**src/include/rwic_pkg.sv**
```systemverilog
// shared constants for reset, watchdog and interrupt control
package rwic_pkg;
  // register addresses
  localparam logic [12:0] WDOG_RESTART_ADDR = 13'h1FF0;
  localparam logic [12:0] TMR_CTRL_ADDR = 13'h0040;
  localparam logic [12:0] ASC_CTRL_ADDR = 13'h0041;
  localparam logic [12:0] ASC_RATE_ADDR = 13'h0042;
  localparam logic [12:0] SYNC_CTRL_ADDR = 13'h0043;
  localparam logic [12:0] TMR_STAT_ADDR = 13'h0044;
  localparam logic [12:0] ASC_STAT_ADDR = 13'h0045;
  localparam logic [12:0] SYNC_STAT_ADDR = 13'h0046;
  localparam logic [12:0] CORE_STAT_ADDR = 13'h0047;
  // vectors
  localparam logic [12:0] VEC_RESET = 13'h1FFE;
  localparam logic [12:0] VEC_TRAP = 13'h1FFC;
  localparam logic [12:0] VEC_EXT = 13'h1FFA;
  localparam logic [12:0] VEC_TMR = 13'h1FF8;
  localparam logic [12:0] VEC_ASC = 13'h1FF6;
  localparam logic [12:0] VEC_SYNC = 13'h1FF4;
  // reset values
  localparam logic [15:0] TIMER_RESET_VAL = 16'hFFFC;
  localparam logic [12:0] SP_RESET_VAL = 13'h00FF;
  localparam logic [6:0] ASC_STAT_RESET = 7'h03;
  // timing
  localparam int POR_DELAY_CYC = 4064;
  localparam int WDOG_STAGES = 18;
  localparam int CYC_DIV = 2;
  // field positions
  localparam int WDOG_CLR_BIT = 0;
  localparam int ASC_TXE = 0;
  localparam int ASC_TXC = 1;
  localparam int ASC_RXF = 2;
  localparam int ASC_IDLE = 3;
  localparam int ASC_OVR = 4;
  localparam int ASC_TIE = 2;
  localparam int ASC_ASYNC_TX_DONE_IRQ_ENABLE = 3;
  localparam int ASC_RIE = 4;
  localparam int ASC_ASYNC_IDLE_IRQ_ENABLE = 5;
  localparam int SYNC_IE = 1;
  typedef enum logic [2:0] {
    C_DELAY = 3'b001,
    C_HOLD = 3'b010,
    C_RUN = 3'b011,
    C_STOP = 3'b100,
    C_WAIT = 3'b101
  } core_t;
endpackage : rwic_pkg

```
**src/include/wdog_if.sv**
```systemverilog
// watchdog control and count between the controller and the counter
`timescale 1ns/1ps
interface wdog_if #(parameter int W = rwic_pkg::WDOG_STAGES);
  logic run;
  logic clear;
  logic tick;
  logic expire;
  logic [W-1:0] count;
  modport ctl(output run, output clear, output tick, input expire, input count);
  modport cnt(input run, input clear, input tick, output expire, output count);
endinterface : wdog_if

```
**src/verilog/wdog_counter.sv**
```systemverilog
// synchronous watchdog counter with wrap detection
`timescale 1ns/1ps
module wdog_counter #(
  parameter int W = rwic_pkg::WDOG_STAGES
) (
  // clock and reset
  input wire logic clk,
  input wire logic rst_n,
  // control
  wdog_if.cnt wd
);
  typedef struct packed {
    logic [W-1:0] cnt;
  } wst_t;
  wst_t r;
  wst_t n;

  always_comb begin
    n = r;
    if (wd.clear || !wd.run) begin
      n.cnt = '0;
    end else if (wd.tick) begin
      n.cnt = r.cnt + W'(1);
    end
  end

  always_ff @(posedge clk) begin
    if (!rst_n) begin
      r <= '0;
    end else begin
      r <= n;
    end
  end

  assign wd.count = r.cnt;
  assign wd.expire = wd.run && wd.tick && (&r.cnt);
endmodule : wdog_counter

```
**src/verilog/reset_watchdog_interrupt_control.sv**
```systemverilog
// reset sequencing, watchdog control and interrupt entry for the processor core
// Behaviour
// - after power-up stay in reset for 4064 processor cycles
// - reset pin still low after the delay holds reset; release on next cycle
// - 18-stage watchdog expiry resets the whole device like the reset pin, without the start-up delay
// - writing zero to bit 0 of the restart location restarts the watchdog
// - watchdog keeps counting in wait; software must leave wait to restart it
// - watchdog cleared in stop; interrupt wake lets it count through the delay
// - watchdog inactive in self-test mode
// - reset clears timer prescaler, enables, output bits; counter loads FFFC
// - reset clears directions, watchdog, latches; sets mask; stack pointer 00FF
// - reset disables async serial, clears its controls, sets empty and done flags
// - reset disables sync serial, slave mode, clears its enable and flags
// - a zero enable blocks the request but the flag still sets
// - enabled pending request taken at instruction end; mask set, vector fetched
// - return restores mask from the stacked copy
// - any reset sets the mask and vectors through 1FFE
// - software trap taken regardless of mask, vector 1FFC
// - timer, async and sync serial flags share vectors 1FF8, 1FF6, 1FF4
// - stop halts the oscillator until external request or reset
// - wait stops core clocks; reset or any interrupt ends it
// - external request on falling edge, optionally low level, vector 1FFA
// - external latch cleared at entry; one further edge is held
`timescale 1ns/1ps
module reset_watchdog_interrupt_control #(
  parameter int POR_CYCLES = rwic_pkg::POR_DELAY_CYC,
  parameter int WDOG_STAGES = rwic_pkg::WDOG_STAGES,
  parameter bit STOP_ENABLE = 1'b1,
  parameter bit LEVEL_TRIG = 1'b1,
  parameter bit WDOG_PRESENT = 1'b1,
  parameter logic [7:0] SELF_TEST_CODE = 8'h5A // arbitrary value
) (
  // clock and power-on reset
  input wire logic REF_CLK,
  input wire logic RST_N,
  // pins
  input wire logic RESET_PIN_N,
  input wire logic IRQ_PIN_N,
  input wire logic SELF_TEST,
  // core handshake
  input wire logic INSTR_DONE,
  input wire logic TRAP_EXEC,
  input wire logic STOP_EXEC,
  input wire logic WAIT_EXEC,
  input wire logic RTI_EXEC,
  input wire logic RTI_MASK_BIT,
  input wire logic MASK_CLEAR,
  output logic VECTOR_FETCH,
  output logic [12:0] VECTOR_ADDR,
  output logic IRQ_MASK,
  output logic CORE_RESET,
  output logic OSC_RUN,
  output logic CPU_CLK_EN,
  output logic PERIPH_CLK_EN,
  output logic [15:0] TMR_LOAD_VAL,
  output logic [12:0] SP_LOAD_VAL,
  // peripheral events and controls
  input wire logic [2:0] TMR_EVT,
  input wire logic [6:0] ASC_EVT,
  input wire logic [2:0] SYNC_EVT,
  output logic [4:0] TMR_CTRL,
  output logic [7:0] ASC_CTRL,
  output logic [7:0] ASC_RATE,
  output logic [2:0] SYNC_CTRL,
  // register port
  input wire logic [12:0] ADDR,
  input wire logic [7:0] WDATA,
  input wire logic WR,
  input wire logic RD,
  output logic [7:0] RDATA
);
  localparam int DLY_W = $clog2(POR_CYCLES);
  localparam logic [DLY_W-1:0] DLY_LAST = DLY_W'(POR_CYCLES - 1);
  localparam logic [3:0] DIV_LAST = 4'(rwic_pkg::CYC_DIV - 1);

  typedef struct packed {
    rwic_pkg::core_t st;
    logic [DLY_W-1:0] dly;
    logic [3:0] div;
    logic [2:0] rsy;
    logic rf;
    logic [2:0] isy;
    logic irf;
    logic [2:0] tsy;
    logic tf;
    logic wake;
    logic ext;
    logic mask;
    logic take;
    logic [12:0] vec;
    logic core_rst;
    logic [4:0] tctl;
    logic [7:0] actl;
    logic [7:0] arate;
    logic [2:0] sctl;
    logic [2:0] tflg;
    logic [6:0] aflg;
    logic [2:0] sflg;
    logic [7:0] rdata;
  } regs_t;

  localparam regs_t R0 = '{st: rwic_pkg::C_DELAY, aflg: rwic_pkg::ASC_STAT_RESET, mask: 1'b1,
    core_rst: 1'b1, rsy: 3'h7, rf: 1'b1, isy: 3'h7, irf: 1'b1, default: '0};

  regs_t r;
  regs_t n;
  logic cyc_en;
  logic irq_fall;
  logic ext_set;
  logic ext_clr;
  logic rst_act;
  logic tmr_req;
  logic asc_req;
  logic sync_req;
  logic hw_req;
  logic wd_restart;
  logic [12:0] hw_vec;

  wdog_if #(.W(WDOG_STAGES)) wd();

  wdog_counter #(.W(WDOG_STAGES)) u_wdog (
    .clk(REF_CLK),
    .rst_n(RST_N),
    .wd(wd)
  );

  // processor cycle enable; the start-up delay, reset release and watchdog count these, the pin filters count clocks
  assign cyc_en = (r.div == DIV_LAST);

  assign tmr_req = |(r.tflg & r.tctl[2:0]);
  assign asc_req = (r.aflg[rwic_pkg::ASC_TXE] & r.actl[rwic_pkg::ASC_TIE])
    | (r.aflg[rwic_pkg::ASC_TXC] & r.actl[rwic_pkg::ASC_ASYNC_TX_DONE_IRQ_ENABLE])
    | ((r.aflg[rwic_pkg::ASC_RXF] | r.aflg[rwic_pkg::ASC_OVR]) & r.actl[rwic_pkg::ASC_RIE])
    | (r.aflg[rwic_pkg::ASC_IDLE] & r.actl[rwic_pkg::ASC_ASYNC_IDLE_IRQ_ENABLE]);
  assign sync_req = r.sctl[rwic_pkg::SYNC_IE] & (|r.sflg[1:0]);
  assign hw_req = r.ext | tmr_req | asc_req | sync_req;
  // fixed priority among the shared vectors
  assign hw_vec = r.ext ? rwic_pkg::VEC_EXT : tmr_req ? rwic_pkg::VEC_TMR :
    asc_req ? rwic_pkg::VEC_ASC : rwic_pkg::VEC_SYNC;

  assign rst_act = (r.st == rwic_pkg::C_HOLD) || (r.st == rwic_pkg::C_DELAY && !r.wake);
  assign wd_restart = WR && ADDR == rwic_pkg::WDOG_RESTART_ADDR && !WDATA[rwic_pkg::WDOG_CLR_BIT];

  // counts in run and wait, and through an interrupt wake from stop
  assign wd.run = WDOG_PRESENT && !r.tf && (r.st == rwic_pkg::C_RUN || r.st == rwic_pkg::C_WAIT
    || (r.st == rwic_pkg::C_DELAY && r.wake));
  assign wd.clear = wd_restart || rst_act;
  assign wd.tick = cyc_en;

  always_comb begin
    n = r;
    n.take = 1'b0;
    n.rdata = 8'h00;
    ext_clr = 1'b0;
    n.div = cyc_en ? 4'h0 : r.div + 4'h1;
    n.rsy = {r.rsy[1:0], RESET_PIN_N};
    n.isy = {r.isy[1:0], IRQ_PIN_N};
    n.tsy = {r.tsy[1:0], SELF_TEST};
    if (r.rsy[1] == r.rsy[2]) begin
      n.rf = r.rsy[2];
    end
    if (r.isy[1] == r.isy[2]) begin
      n.irf = r.isy[2];
    end
    if (r.tsy[1] == r.tsy[2]) begin
      n.tf = r.tsy[2];
    end
    irq_fall = r.irf & ~n.irf;
    // level mode keeps the latch armed while the line stays low
    ext_set = irq_fall | (LEVEL_TRIG & ~r.irf);
    // status flags: the event wins over a write-one clear
    n.tflg = (r.tflg & ~((WR && ADDR == rwic_pkg::TMR_STAT_ADDR) ? WDATA[2:0] : 3'h0)) | TMR_EVT;
    n.aflg = (r.aflg & ~((WR && ADDR == rwic_pkg::ASC_STAT_ADDR) ? WDATA[6:0] : 7'h00)) | ASC_EVT;
    n.sflg = (r.sflg & ~((WR && ADDR == rwic_pkg::SYNC_STAT_ADDR) ? WDATA[2:0] : 3'h0)) | SYNC_EVT;
    if (WR) begin
      unique case (ADDR)
        rwic_pkg::TMR_CTRL_ADDR: n.tctl = WDATA[4:0];
        rwic_pkg::ASC_CTRL_ADDR: n.actl = WDATA;
        rwic_pkg::ASC_RATE_ADDR: n.arate = WDATA;
        rwic_pkg::SYNC_CTRL_ADDR: n.sctl = WDATA[2:0];
        default: n.rdata = 8'h00;
      endcase
    end
    if (RD) begin
      unique case (ADDR)
        rwic_pkg::WDOG_RESTART_ADDR: n.rdata = SELF_TEST_CODE;
        rwic_pkg::TMR_CTRL_ADDR: n.rdata = {3'h0, r.tctl};
        rwic_pkg::ASC_CTRL_ADDR: n.rdata = r.actl;
        rwic_pkg::ASC_RATE_ADDR: n.rdata = r.arate;
        rwic_pkg::SYNC_CTRL_ADDR: n.rdata = {5'h00, r.sctl};
        rwic_pkg::TMR_STAT_ADDR: n.rdata = {5'h00, r.tflg};
        rwic_pkg::ASC_STAT_ADDR: n.rdata = {1'b0, r.aflg};
        rwic_pkg::SYNC_STAT_ADDR: n.rdata = {5'h00, r.sflg};
        rwic_pkg::CORE_STAT_ADDR: n.rdata = {2'h0, r.st, r.wake, r.ext, r.mask};
        default: n.rdata = 8'h00;
      endcase
    end
    if (RTI_EXEC) begin
      n.mask = RTI_MASK_BIT;
    end else if (MASK_CLEAR) begin
      n.mask = 1'b0;
    end
    unique case (r.st)
      rwic_pkg::C_DELAY: begin
        if (!r.rf) begin
          n.wake = 1'b0;
        end
        if (cyc_en) begin
          n.dly = r.dly + DLY_W'(1);
          if (r.dly == DLY_LAST) begin
            n.dly = '0;
            n.st = r.wake ? rwic_pkg::C_RUN : rwic_pkg::C_HOLD;
          end
        end
      end
      rwic_pkg::C_HOLD: begin
        if (r.rf && cyc_en) begin
          n.st = rwic_pkg::C_RUN;
          n.take = 1'b1;
          n.vec = rwic_pkg::VEC_RESET;
        end
      end
      rwic_pkg::C_RUN: begin
        if (!r.rf || wd.expire) begin
          n.st = rwic_pkg::C_HOLD;
        end else if (INSTR_DONE) begin
          if (TRAP_EXEC) begin
            n.take = 1'b1;
            n.vec = rwic_pkg::VEC_TRAP;
            n.mask = 1'b1;
          end else if (hw_req && !r.mask) begin
            n.take = 1'b1;
            n.vec = hw_vec;
            n.mask = 1'b1;
            ext_clr = r.ext;
          end else if (STOP_EXEC) begin
            // without the stop option the stop instruction acts as wait
            n.st = STOP_ENABLE ? rwic_pkg::C_STOP : rwic_pkg::C_WAIT;
            n.mask = 1'b0;
          end else if (WAIT_EXEC) begin
            n.st = rwic_pkg::C_WAIT;
            n.mask = 1'b0;
          end
        end
      end
      rwic_pkg::C_WAIT: begin
        if (!r.rf || wd.expire) begin
          n.st = rwic_pkg::C_HOLD;
        end else if (hw_req && !r.mask) begin
          n.st = rwic_pkg::C_RUN;
          n.take = 1'b1;
          n.vec = hw_vec;
          n.mask = 1'b1;
          ext_clr = r.ext;
        end
      end
      rwic_pkg::C_STOP: begin
        // either exit restarts the oscillator, so both pass the start-up delay
        if (!r.rf) begin
          n.st = rwic_pkg::C_DELAY;
          n.wake = 1'b0;
          n.dly = '0;
        end else if (r.ext) begin
          n.st = rwic_pkg::C_DELAY;
          n.wake = 1'b1;
          n.dly = '0;
        end
      end
      default: n.st = rwic_pkg::C_HOLD;
    endcase
    n.ext = ext_set | (r.ext & ~ext_clr);
    if (rst_act) begin
      n.tctl = 5'h00;
      n.actl = 8'h00;
      n.arate = 8'h00;
      n.aflg = rwic_pkg::ASC_STAT_RESET;
      n.sctl = 3'h0;
      n.sflg = 3'h0;
      n.tflg = 3'h0;
      n.ext = 1'b0;
      n.mask = 1'b1;
    end
    n.core_rst = rst_act;
  end

  always_ff @(posedge REF_CLK) begin
    if (!RST_N) begin
      r <= R0;
    end else begin
      r <= n;
    end
  end

  assign VECTOR_FETCH = r.take;
  assign VECTOR_ADDR = r.vec;
  assign IRQ_MASK = r.mask;
  assign CORE_RESET = r.core_rst;
  assign OSC_RUN = (r.st != rwic_pkg::C_STOP);
  assign CPU_CLK_EN = cyc_en && r.st == rwic_pkg::C_RUN;
  assign PERIPH_CLK_EN = cyc_en && (r.st == rwic_pkg::C_RUN || r.st == rwic_pkg::C_WAIT);
  // loaded by the timer and core while CORE_RESET is high
  assign TMR_LOAD_VAL = rwic_pkg::TIMER_RESET_VAL;
  assign SP_LOAD_VAL = rwic_pkg::SP_RESET_VAL;
  assign TMR_CTRL = r.tctl;
  assign ASC_CTRL = r.actl;
  assign ASC_RATE = r.arate;
  assign SYNC_CTRL = r.sctl;
  assign RDATA = r.rdata;
endmodule : reset_watchdog_interrupt_control

```
**config.mk**
```make
export PLATFORM = sky130hd
export DESIGN_NAME = reset_watchdog_interrupt_control
export DESIGN_NICKNAME = d
export VERILOG_FILES = /design/src/include/rwic_pkg.sv /design/src/include/wdog_if.sv /design/src/verilog/wdog_counter.sv /design/src/verilog/reset_watchdog_interrupt_control.sv
export SDC_FILE = /design/constraint.sdc
export NUM_CORES = 1
export LEC_CHECK = 0
export ABC_CLOCK_PERIOD_IN_PS = 5300
export BUFFER_PORTS_ARGS = -buffer_cell sky130_fd_sc_hd__clkbuf_2
export CORE_AREA = 2 2 97 109
export CTS_CLUSTER_SIZE = 24
export DETAILED_ROUTE_END_ITERATION = 12
export DIE_AREA = 0 0 99 111
export PLACE_DENSITY = 0.85
export SYNTH_ARGS = -nofsm -noshare
export SYNTH_HDL_FRONTEND = slang
export SYNTH_HIERARCHICAL = 1
export SYNTH_SLANG_ARGS = --single-unit
export TNS_END_PERCENT = 50
```
**constraint.sdc**
```tcl
create_clock -name REF_CLK -period 5.3 [get_ports REF_CLK]
set_input_delay 0.265 -clock REF_CLK [delete_from_list [all_inputs] [get_ports REF_CLK]]
set_output_delay 0.265 -clock REF_CLK [all_outputs]
set_load 0.02 [all_outputs]
```
# --- Word level (Yosys, flattened, before mapping) ---
# Index checks and enable logic that the tools add are counted.
op_classes:
  eq_ne: 35
  reduce_logical: 43
  n_addsub: 3
  n_mux: 48
  n_bitwise: 30
op_table:
  columns: ["op", "count"]
  rows:
  - ["$mux W15", 9]
  - ["$eq A13 B7 Y1 const B", 8]
  - ["$pmux W8 S9", 1]
  - ["$pmux W14 S3", 1]
  - ["$mux W3", 11]
  - ["$mux W14", 2]
  - ["$pmux W12 S2", 1]
  - ["$ne A3 B3 Y1 const B", 7]
  - ["$add A18 B1 Y18 const B", 1]
  - ["$reduce_and A18 Y1", 1]
  - ["$mux W1", 15]
  - ["$pmux W3 S5", 1]
  - ["$logic_and A1 B1 Y1", 14]
  - ["$eq A13 B13 Y1 const B", 1]
  - ["$add A12 B1 Y12 const B", 1]
  - ["$eq A12 B12 Y1 const B", 1]
  - ["$ne A2 B2 Y1 const B", 6]
  - ["$reduce_and A2 Y1", 5]
  - ["$and A3 B3 Y3", 3]
  - ["$or A1 B1 Y1", 9]
  - ["$reduce_and A9 Y1", 1]
  - ["$mux W4", 2]
  - ["$reduce_or A2 Y1", 4]
  - ["$and A1 B1 Y1", 7]
  - ["24 further kinds", 47]
word_totals:
  output_inout_bits: 80
  reg_bits: 112
  elab_cells: 183
  inputBits: 48

# --- Longest topological paths before layout ---
# Gate-level depths: netlist of the first run.
depth:
  ltp_word: 15
  ltp_mapped: 15
  depth_no_buf: 13

# --- Modules after synthesis ---
# Netlist of the first run, hierarchy kept.
modules_own_cells:
  columns: ["mod", "seq_area_each_um2", "area_per_inst_um2", "instances", "cells_each"]
  rows:
  - ["reset_watchdog_interrupt_control", 1701.6, 4521.8, 1, 563]
  - ["wdog_counter", 360.3, 809.5, 1, 88]

# --- Worst setup path before layout of the first run ---
# No wires, ideal clock.
synth_path:
  kind: "register to register"
  start: "reg r[75] in the netlist's numbering"
  end: "reg r, in the netlist VECTOR_ADDR[11]"
  arrival_time_ns: 2.407
  t_required_ns: 5.185
  slack_ns: 2.778
  path_stages_with_launch: 14
  path_buffers: 2
  synth_period_minus_slack_ns: 2.522
  setup_ns: 0.115
  path_cell_list: "dfxtp_1 ha_1 or3b_1 buf_2 inv_2 and4_1 buf_6 nand3_4 nor3_1 nor2_1 a31oi_1 o22ai_1 a21o_1 o21a_1"
synth_via:
  elab_chain_cells: 6
  elab_cells_between_ends: 9
  cone_classes: "eq/ne: 4; reduce/logical: 5"
synth_rtl:
  columns: ["element", "line", "rtl"]
  rows:
  - ["start, declared", "reset_watchdog_interrupt_control.sv:105", "regs_t r;"]
  - ["start signal, assigned", "reset_watchdog_interrupt_control.sv:290", "r <= n;"]
  - ["$eq A4 B1 Y1 *", "reset_watchdog_interrupt_control.sv:128", "assign cyc_en = (r.div == DIV_LAST);"]
  - ["net cyc_en", "reset_watchdog_interrupt_control.sv:107", "logic cyc_en;"]
  - ["$logic_and A1 B1 Y1 * (2 in a row)", "wdog_counter.sv:36", "assign wd.expire = wd.run && wd.tick && (&r.cnt);"]
  - ["net wd.expire", "wdog_if.sv:7", "logic expire;"]
  - ["$logic_or A1 B1 Y1 *", "reset_watchdog_interrupt_control.sv:224, reset_watchdog_interrupt_control.sv:247", null]
  - ["$ne A2 B2 Y1 (no line)", null, null]
  - ["$reduce_and A7 Y1 (no line) *", null, null]
# Mark *: on every way through the listed nets, which the timed path passes. The rest lies on a longest branch.
# A chain may end at the register's enable or synchronous reset.

# --- Worst setup path in the final report of the first run ---
layout_path:
  start: "reg r[75] in the netlist's numbering"
  end: "reg r[92] in the netlist's numbering"
layout_via:
  elab_chain_cells: 6
  elab_cells_between_ends: 16
  cone_classes: "eq/ne: 8; mux: 3; reduce/logical: 5"
layout_rtl:
  columns: ["element", "line"]
  rows:
  - ["$eq A4 B1 Y1 *", "reset_watchdog_interrupt_control.sv:128"]
  - ["net cyc_en", "reset_watchdog_interrupt_control.sv:107"]
  - ["$logic_and A1 B1 Y1 * (2 in a row)", "wdog_counter.sv:36"]
  - ["net wd.expire", "wdog_if.sv:7"]
  - ["$logic_or A1 B1 Y1 *", "reset_watchdog_interrupt_control.sv:224, reset_watchdog_interrupt_control.sv:247"]
  - ["$ne A4 B4 Y1 (no line) (tied with other cells)", null]
  - ["$reduce_and A9 Y1 (no line) / $pmux W3 S5 (equally long branches)", null]
# Marks and branches as above.

==> results of run 1 <==
==> critical path, stage by stage, from the launching register on <==
cell and delay, ns:
dfxtp_1 0.38, ha_1 0.15, or3b_1 0.45, inv_2 0.17, and4_1 0.38, nand3_4 0.12
nor3_1 0.31, nor2_1 0.15, nand3_1 0.17, o21a_2 0.20, a21oi_1 0.09, a311oi_1 0.26
==> cell type report <==
type,count,area [um2],area share (%)
repair buffers,99,500,8.79
clock inverters,3,27.5,0.484
flip-flops and latches,103,2060,36.2
multi-input cells,464,2650,46.6
clock buffers,12,256,4.51
inverters,10,37.5,0.659
well taps,123,154,2.70
==> flip-flops by register name (all words and copies together), names as in the netlist <==
name and count:
r 40, SYNC_CTRL 3, CORE_RESET 1, IRQ_MASK 1
VECTOR_ADDR 4, n 6, u_wdog/wd.count 18, VECTOR_FETCH 1
ASC_CTRL 8, ASC_RATE 8, TMR_CTRL 5, RDATA 8
==> synthesized netlist by cell type, types with 2 or more instances <==
| library cell | instances |
|---|---|
| mux2i_1 | 6 |
| or3_1 | 8 |
| nand2b_1 | 11 |
| a222oi_1 | 4 |
| a21o_1 | 4 |
| a21oi_1 | 62 |
| xor2_1 | 16 |
| o211ai_1 | 2 |
| buf_2 | 6 |
| nand3b_1 | 2 |
| clkbuf_1 | 17 |
| nand4_1 | 8 |
| or4_1 | 2 |
| o22ai_1 | 6 |
| xnor2_1 | 6 |
| nor3_1 | 9 |
| o21ai_0 | 21 |
| and3_1 | 9 |
| a2111oi_0 | 2 |
| ha_1 | 4 |
| nand3_1 | 30 |
| conb_1 | 2 |
| nor3_2 | 2 |
| dfxtp_1 | 103 |
| a211o_1 | 2 |
| buf_1 | 2 |
| mux2_2 | 4 |
| and4_2 | 2 |
| buf_4 | 76 |
| nor3b_1 | 4 |
| nor2_1 | 61 |
| and4_1 | 8 |
| nand2_1 | 84 |
| inv_1 | 8 |
| nor2b_1 | 3 |
| a31oi_1 | 6 |
| and3b_1 | 3 |
| and2_1 | 7 |
| or3b_2 | 2 |
| o21a_1 | 2 |
| and4b_1 | 2 |
| a22oi_1 | 5 |
| a221oi_1 | 5 |
==> worst paths after layout <==
path	to	slack, ns	start	depth (start not counted)
setup / recovery	r[92]$_SDFFE_PN0P_	2.37	r[75]$_SDFF_PP0_	11
hold / removal	n[73]$_SDFF_PN1_	0.10	RESET_PIN_N	2
setup reg to reg	r[92]$_SDFFE_PN0P_	2.37	r[75]$_SDFF_PP0_	11
hold reg to reg	n[74]$_SDFF_PN1_	0.42	n[73]$_SDFF_PN1_	1
==> stage by stage <==
stage	total power, mW	worst slack (ns)	cell area [um2]
finish	1.53	2.37	5690
global route	1.58	2.14	5690
CTS	1.54	2.41	5690
detailed placement	0.912	2.43	5410
global placement	0.910	2.52	5410
floorplan	0.899	2.78	5440
==> layer usage <==
| metal | wire, um | track usage (%) |
|---|---|---|
| met3 | 1040 | 4.79 |
| met4 | 302 | 8.86 |
| met1 | 5270 | 29.0 |
| met2 | 5850 | 35.8 |
| met5 | 0 | 0 |
==> cell families (layout without fill, tap and decap cells) <==
kind of cell	Yosys count	after routing	share of synthesized area [%]
flip-flops	103	103	38.7
buffers and inverters	112	124	13.5
AO/OA/AOI/OAI	131	131	15.1
XOR/XNOR	22	22	3.61
adder cells (fa/ha/maj)	4	4	0.939
other	2	30	0.141
AND/OR/NAND/NOR	267	267	26.1
multiplexers	10	10	1.97
==> where the power goes <==
| part | switching, mW | internal (mW) | total, mW |
|---|---|---|---|
| clock network | 0.285 | 0.346 | 0.631 |
| logic | 0.0716 | 0.0363 | 0.108 |
| registers | 0.00625 | 0.782 | 0.788 |
| total | 0.363 | 1.16 | 1.53 |
==> metrics.txt, run 1 <==
status=completed; Final Util=between 50 and 60%; CP arrival=~3.2 ns; Remaining Overflow, GRT=0; die outline width=approximately 99 um; Starting Density=between 50 and 60%; Final Hold Viols=0; Hold WC Path Type=in -> reg; period utilization=55.3%; Pre-antenna DRT Iters=5; GRT Overall Usage=between 20% and 30%; setup_tns=0 ns; Final ANT Viol Nets=0; CTS tree=yes; io pins=around 130; commonest non-fill, non-tap cell in the layout=dfxtp_1; Placement Rows=39; Resize count post-CTS=0; synth unique cells=66; Slew HR=about 47%; Pwr per Cell Area=between 200 and 300 nW/um2; nets=739; die area=11,000 um2; detailed placement HPWL=between 9000 and 10,000 um; clock buffer depth=2; DR WL/cell=15.3 um; number of global-route vias before repair=between 4,000 and 5,000; Post-synth ARST share=0%; most frequent cells in the layout=103 x dfxtp_1, 97 x clkbuf_2, 84 x nand2_1; Fin Hold WS=between 0.1 and 0.15 ns; largest net degree at the start of global routing=40; Synth Cell Area=5330 um2; Die H=approximately 110 um; Setup crit start kind=flip-flop; crit-path max FO=9; crit end category=flip-flop; clock-pin slew on the worst setup and hold paths=around 0.07 ns; port buffer count=97; Synth Flop Type=dfxtp_1; fin cells=~810; Yosys top cell area share=between 30 and 40%; clk_lat worst skew=approximately 0.34 ns; Filler cells=888; Seq/Total Area, Yosys=about two fifths; post-CTS setup buffers=0; via count=between 4,000 and 5,000; data required time of the critical path=approximately 5.6 ns; initial DRC count=344; initial antenna violation count=0; n_diodes=0; f_max=about 0.34 GHz; Max-cap violations=0; vias per cell=around 5.7; Pleak=approximately 2.2 nW; Synth warnings=6; Setup violations, final=0; Worst-Margin Slew=a little under 0.8 ns; cell total after placement=799; gpl congestion=slightly above 0.9; fraction of layout cells with a size suffix above 1=19.4%; Synth-to-Final Area Change=6.76%; first-pass GRT wire length=about 20,000 um; post-synth top area cell=dfxtp_1; Synth Instances=between 600 and 700; H-tree depth=3; clk_skew=0.0122 ns; unrepaired setup endpoints after global routing=no; fin crit period=roughly 2.9 ns; Yosys reg bits=just over 100; Core Box Area=about 10,000 um2; CTS buffer count=9; max-slew violation count=0; WS Path Type=reg -> reg; Post-CTS Hold Buffers=0; clk sink count=about 100; Worst VDD drop=between 0.2 and 0.25 mV; DRT Wirelength=roughly 12,000 um; drt drc=0; number of flops mapped to enable cells by yosys=0; largest cells by area after synthesis=dfxtp_1 39%, buf_4 11%, nand2_1 5.9%; Clock Root Buffer=clkbuf_16; syn avg cell area=between 8 and 9 um2
(Power assumes the default switching activity.)
==> run 2, diff against run 1 <==
--- a/config.mk
+++ b/config.mk
@@ -5,13 +5,13 @@
 export SDC_FILE = /design/constraint.sdc
 export NUM_CORES = 1
 export LEC_CHECK = 0
-export ABC_CLOCK_PERIOD_IN_PS = 5300
+export ABC_CLOCK_PERIOD_IN_PS = 2480
 export BUFFER_PORTS_ARGS = -buffer_cell sky130_fd_sc_hd__clkbuf_2
-export CORE_AREA = 2 2 97 109
+export CORE_AREA = 2 2 103 115
 export CTS_CLUSTER_SIZE = 24
 export DETAILED_ROUTE_END_ITERATION = 12
-export DIE_AREA = 0 0 99 111
-export PLACE_DENSITY = 0.85
+export DIE_AREA = 0 0 105 117
+export PLACE_DENSITY = 0.81
 export SYNTH_ARGS = -nofsm -noshare
 export SYNTH_HDL_FRONTEND = slang
 export SYNTH_HIERARCHICAL = 1
==> constraint.sdc (replaced) <==
create_clock -name REF_CLK -period 2.48 [get_ports REF_CLK]
set_input_delay 0.124 -clock REF_CLK [delete_from_list [all_inputs] [get_ports REF_CLK]]
set_output_delay 0.124 -clock REF_CLK [all_outputs]
set_load 0.02 [all_outputs]
==> metrics.txt, run 2 (synthesis results as in run 1) <==
data required time of the critical path=2.71 ns (-2.84 ns); Setup violations, final=0 (unchanged); CTS buffer count=9 (unchanged); DRT Wirelength=12,400 um (-0.55%); Max-cap violations=0 (unchanged); DR WL/cell=14.2 um (-7.5%); max-slew violation count=0 (unchanged); Power, Total=3.44 mW (+130%); period utilization=95.4% (+40 points); detailed placement HPWL=8930 um (-1.1%); nets=772 (+4.5%); CP Launch Point=r[62]$_SDFFE_PN0P_; Hold WC Path Type=in -> reg; clock-pin slew on the worst setup and hold paths=0.07 ns (about the same); number of global-route vias before repair=4,379 (+2.7%); Synth-to-Final Area Change=14.1%; internal reg-to-reg setup slack=0.11 ns (-2.26 ns); max FFs per register=40 (unchanged); gpl congestion=0.886 (-3.3%); Remaining Overflow, GRT=0 (unchanged); clk sink count=103 (unchanged); H-tree depth=3 (unchanged); cell total after placement=844 (+5.6%); Core Box Area=11,200 um2 (+12%); CP arrival=2.60 ns (-0.58 ns); fin crit period=2.37 ns (-0.563 ns); io pins=128 (unchanged); Final ANT Viol Nets=0 (unchanged); Fin Hold WS=0.00680 ns (-0.0973 ns); largest net degree at the start of global routing=41 (+2.5%); Slew HR=56.0% (+8.9 points); Starting Density=47.7% (-5.6 points); critical path depth in cells=10 (-1); fraction of layout cells with a size suffix above 1=21.9% (+2.5 points); Worst path top cell family by delay=compound AO/OA/AOI/OAI gates; commonest non-fill, non-tap cell in the layout=dfxtp_1; Pleak=2.41 nW (+8.7%); Die H=117 um (+5.4%); f_max=0.422 GHz (+24%); Clock Root Buffer=clkbuf_16; WHS Path Cells=3 (+1); Placement Rows=41 (+5.1%); initial DRC count=373 (+8.4%); clk_lat worst skew=0.35 ns (about the same); post-CTS setup buffers=0 (unchanged); Pwr per Cell Area=566 nW/um2 (+110%); Most flops, register=r; GRT Overall Usage=20.1% (-2.2 points); crit-path max cell delay=0.53 ns (+0.08 ns); most frequent cells in the layout=103 x dfxtp_1, 97 x clkbuf_2, 84 x nand2_1; Reg2Reg Launch Point=r[62]$_SDFFE_PN0P_; worst reg-to-reg path cell count=10 (-1); via count=4,747 (+2.2%); drt drc=0 (unchanged); first-pass GRT wire length=20,100 um (unchanged); cells along the critical path=nor3_1, a2111oi_0, nand2_1, nor3_4, nand2b_1, nor3_2, nand2_1, a21oi_1, a31oi_1, o22ai_1; Pre-antenna DRT Iters=6 (+1); Final Hold Viols=0 (unchanged); FF-to-FF End=VECTOR_ADDR[2]$_SDFFE_PN0P_; crit-path max FO=6 (-3); crit end category=flip-flop; fin cells=875 (+7.5%); status=completed; WS Path Type=reg -> reg; Crit-path slowest cell=a2111oi_0; CTS tree=yes; CP Buf/Inv Count=0 (-1); most frequent CP cell=nand2_1; CP endpoint=VECTOR_ADDR[2]$_SDFFE_PN0P_; die area=12,300 um2 (+12%); Setup crit start kind=flip-flop; port buffer count=97 (unchanged); Worst VDD drop=0.411 mV (+97%); initial antenna violation count=0 (unchanged); vias per cell=5.43 (-4.9%); die outline width=105 um (+6.1%); clock buffer depth=2 (unchanged); clk_skew=0.00590 ns (-0.00627 ns); Worst-Margin Slew=0.657 ns (-0.130 ns); n_diodes=0 (unchanged); pre-CTS setup slack=0.0179 ns (-2.42 ns); PnR worst setup slack=0.113 ns (-2.26 ns)
[run 2: cell types whose count changed in the layout (fill, tap and decap cells not counted), sizes merged]
| cell | change |
|---|---|
| buf | +18 |
| clkbuf | -3 |
| bufinv | +1 |
| dlygate4sd3 | +15 |
| inv | +2 |
| clkinv | +1 |
[run 2: layout make-up]
type | instances | area (um2)
Clock buffer | 9 | 225
Clock inverter | 7 | 91.3
Fill cell | 1047 | 5100
Inverter | 10 | 40.0
Multi-Input combinational cell | 464 | 2680
Sequential cell | 103 | 2060
Tap cell | 150 | 188
Timing Repair Buffer | 132 | 798
[run 2: worst min path at each step]
| stage | start | to | slack [ns] |
|---|---|---|---|
| after floorplan | ASC_EVT[0] | r[11]$_SDFF_PP1_ | 0.22 |
| after global placement | RESET_PIN_N | n[73]$_SDFF_PN1_ | 0.31 |
| after detailed placement | RESET_PIN_N | n[73]$_SDFF_PN1_ | 0.31 |
| after CTS | ASC_EVT[2] | r[13]$_SDFF_PP0_ | 0.006 |
| after global routing | WDATA[6] | ASC_RATE[6]$_SDFFE_PP0P_ | 0.02 |
| final | ASC_EVT[2] | r[13]$_SDFF_PP0_ | 0.007 |
[run 2: power breakdown]
group | leakage, nW | switching (mW) | internal, mW | total [mW]
sequential | 0.832 | 0.0124 | 1.67 | 1.68
clock | 0.151 | 0.670 | 0.807 | 1.48
combinational | 1.42 | 0.166 | 0.114 | 0.281
total | 2.41 | 0.849 | 2.59 | 3.44
[run 2: routing by layer]
metal	track usage [%]	up-vias	wire length, um
met4	9.60	0	425
met2	35.2	192	6040
met3	4.98	37	849
met1	23.3	2212	5080
li1	-	2306	-
met5	0	-	0
[run 2: tightest hold or removal path, stage by stage]
cell and delay [ns]:
clkbuf_2 0.09, a21oi_1 0.04, nor2_1 0.07
[run 2: repair_timing]
action                     4_1_cts  5_1_grt
hold endpoints to repair        15        0
resized for setup                0        5
hold buffers                    15        0
setup endpoints to repair        0        9
[run 2: metrics by stage]
stage | setup TNS (ns) | util (%) | instance area (um2)
global placement | 0 | 50.0 | 5600
CTS | 0 | 54.2 | 6060
global route | -0.250 | 54.4 | 6080
detailed placement | 0 | 50.0 | 5600
finish | 0 | 54.4 | 6080
floorplan | 0 | - | 5440
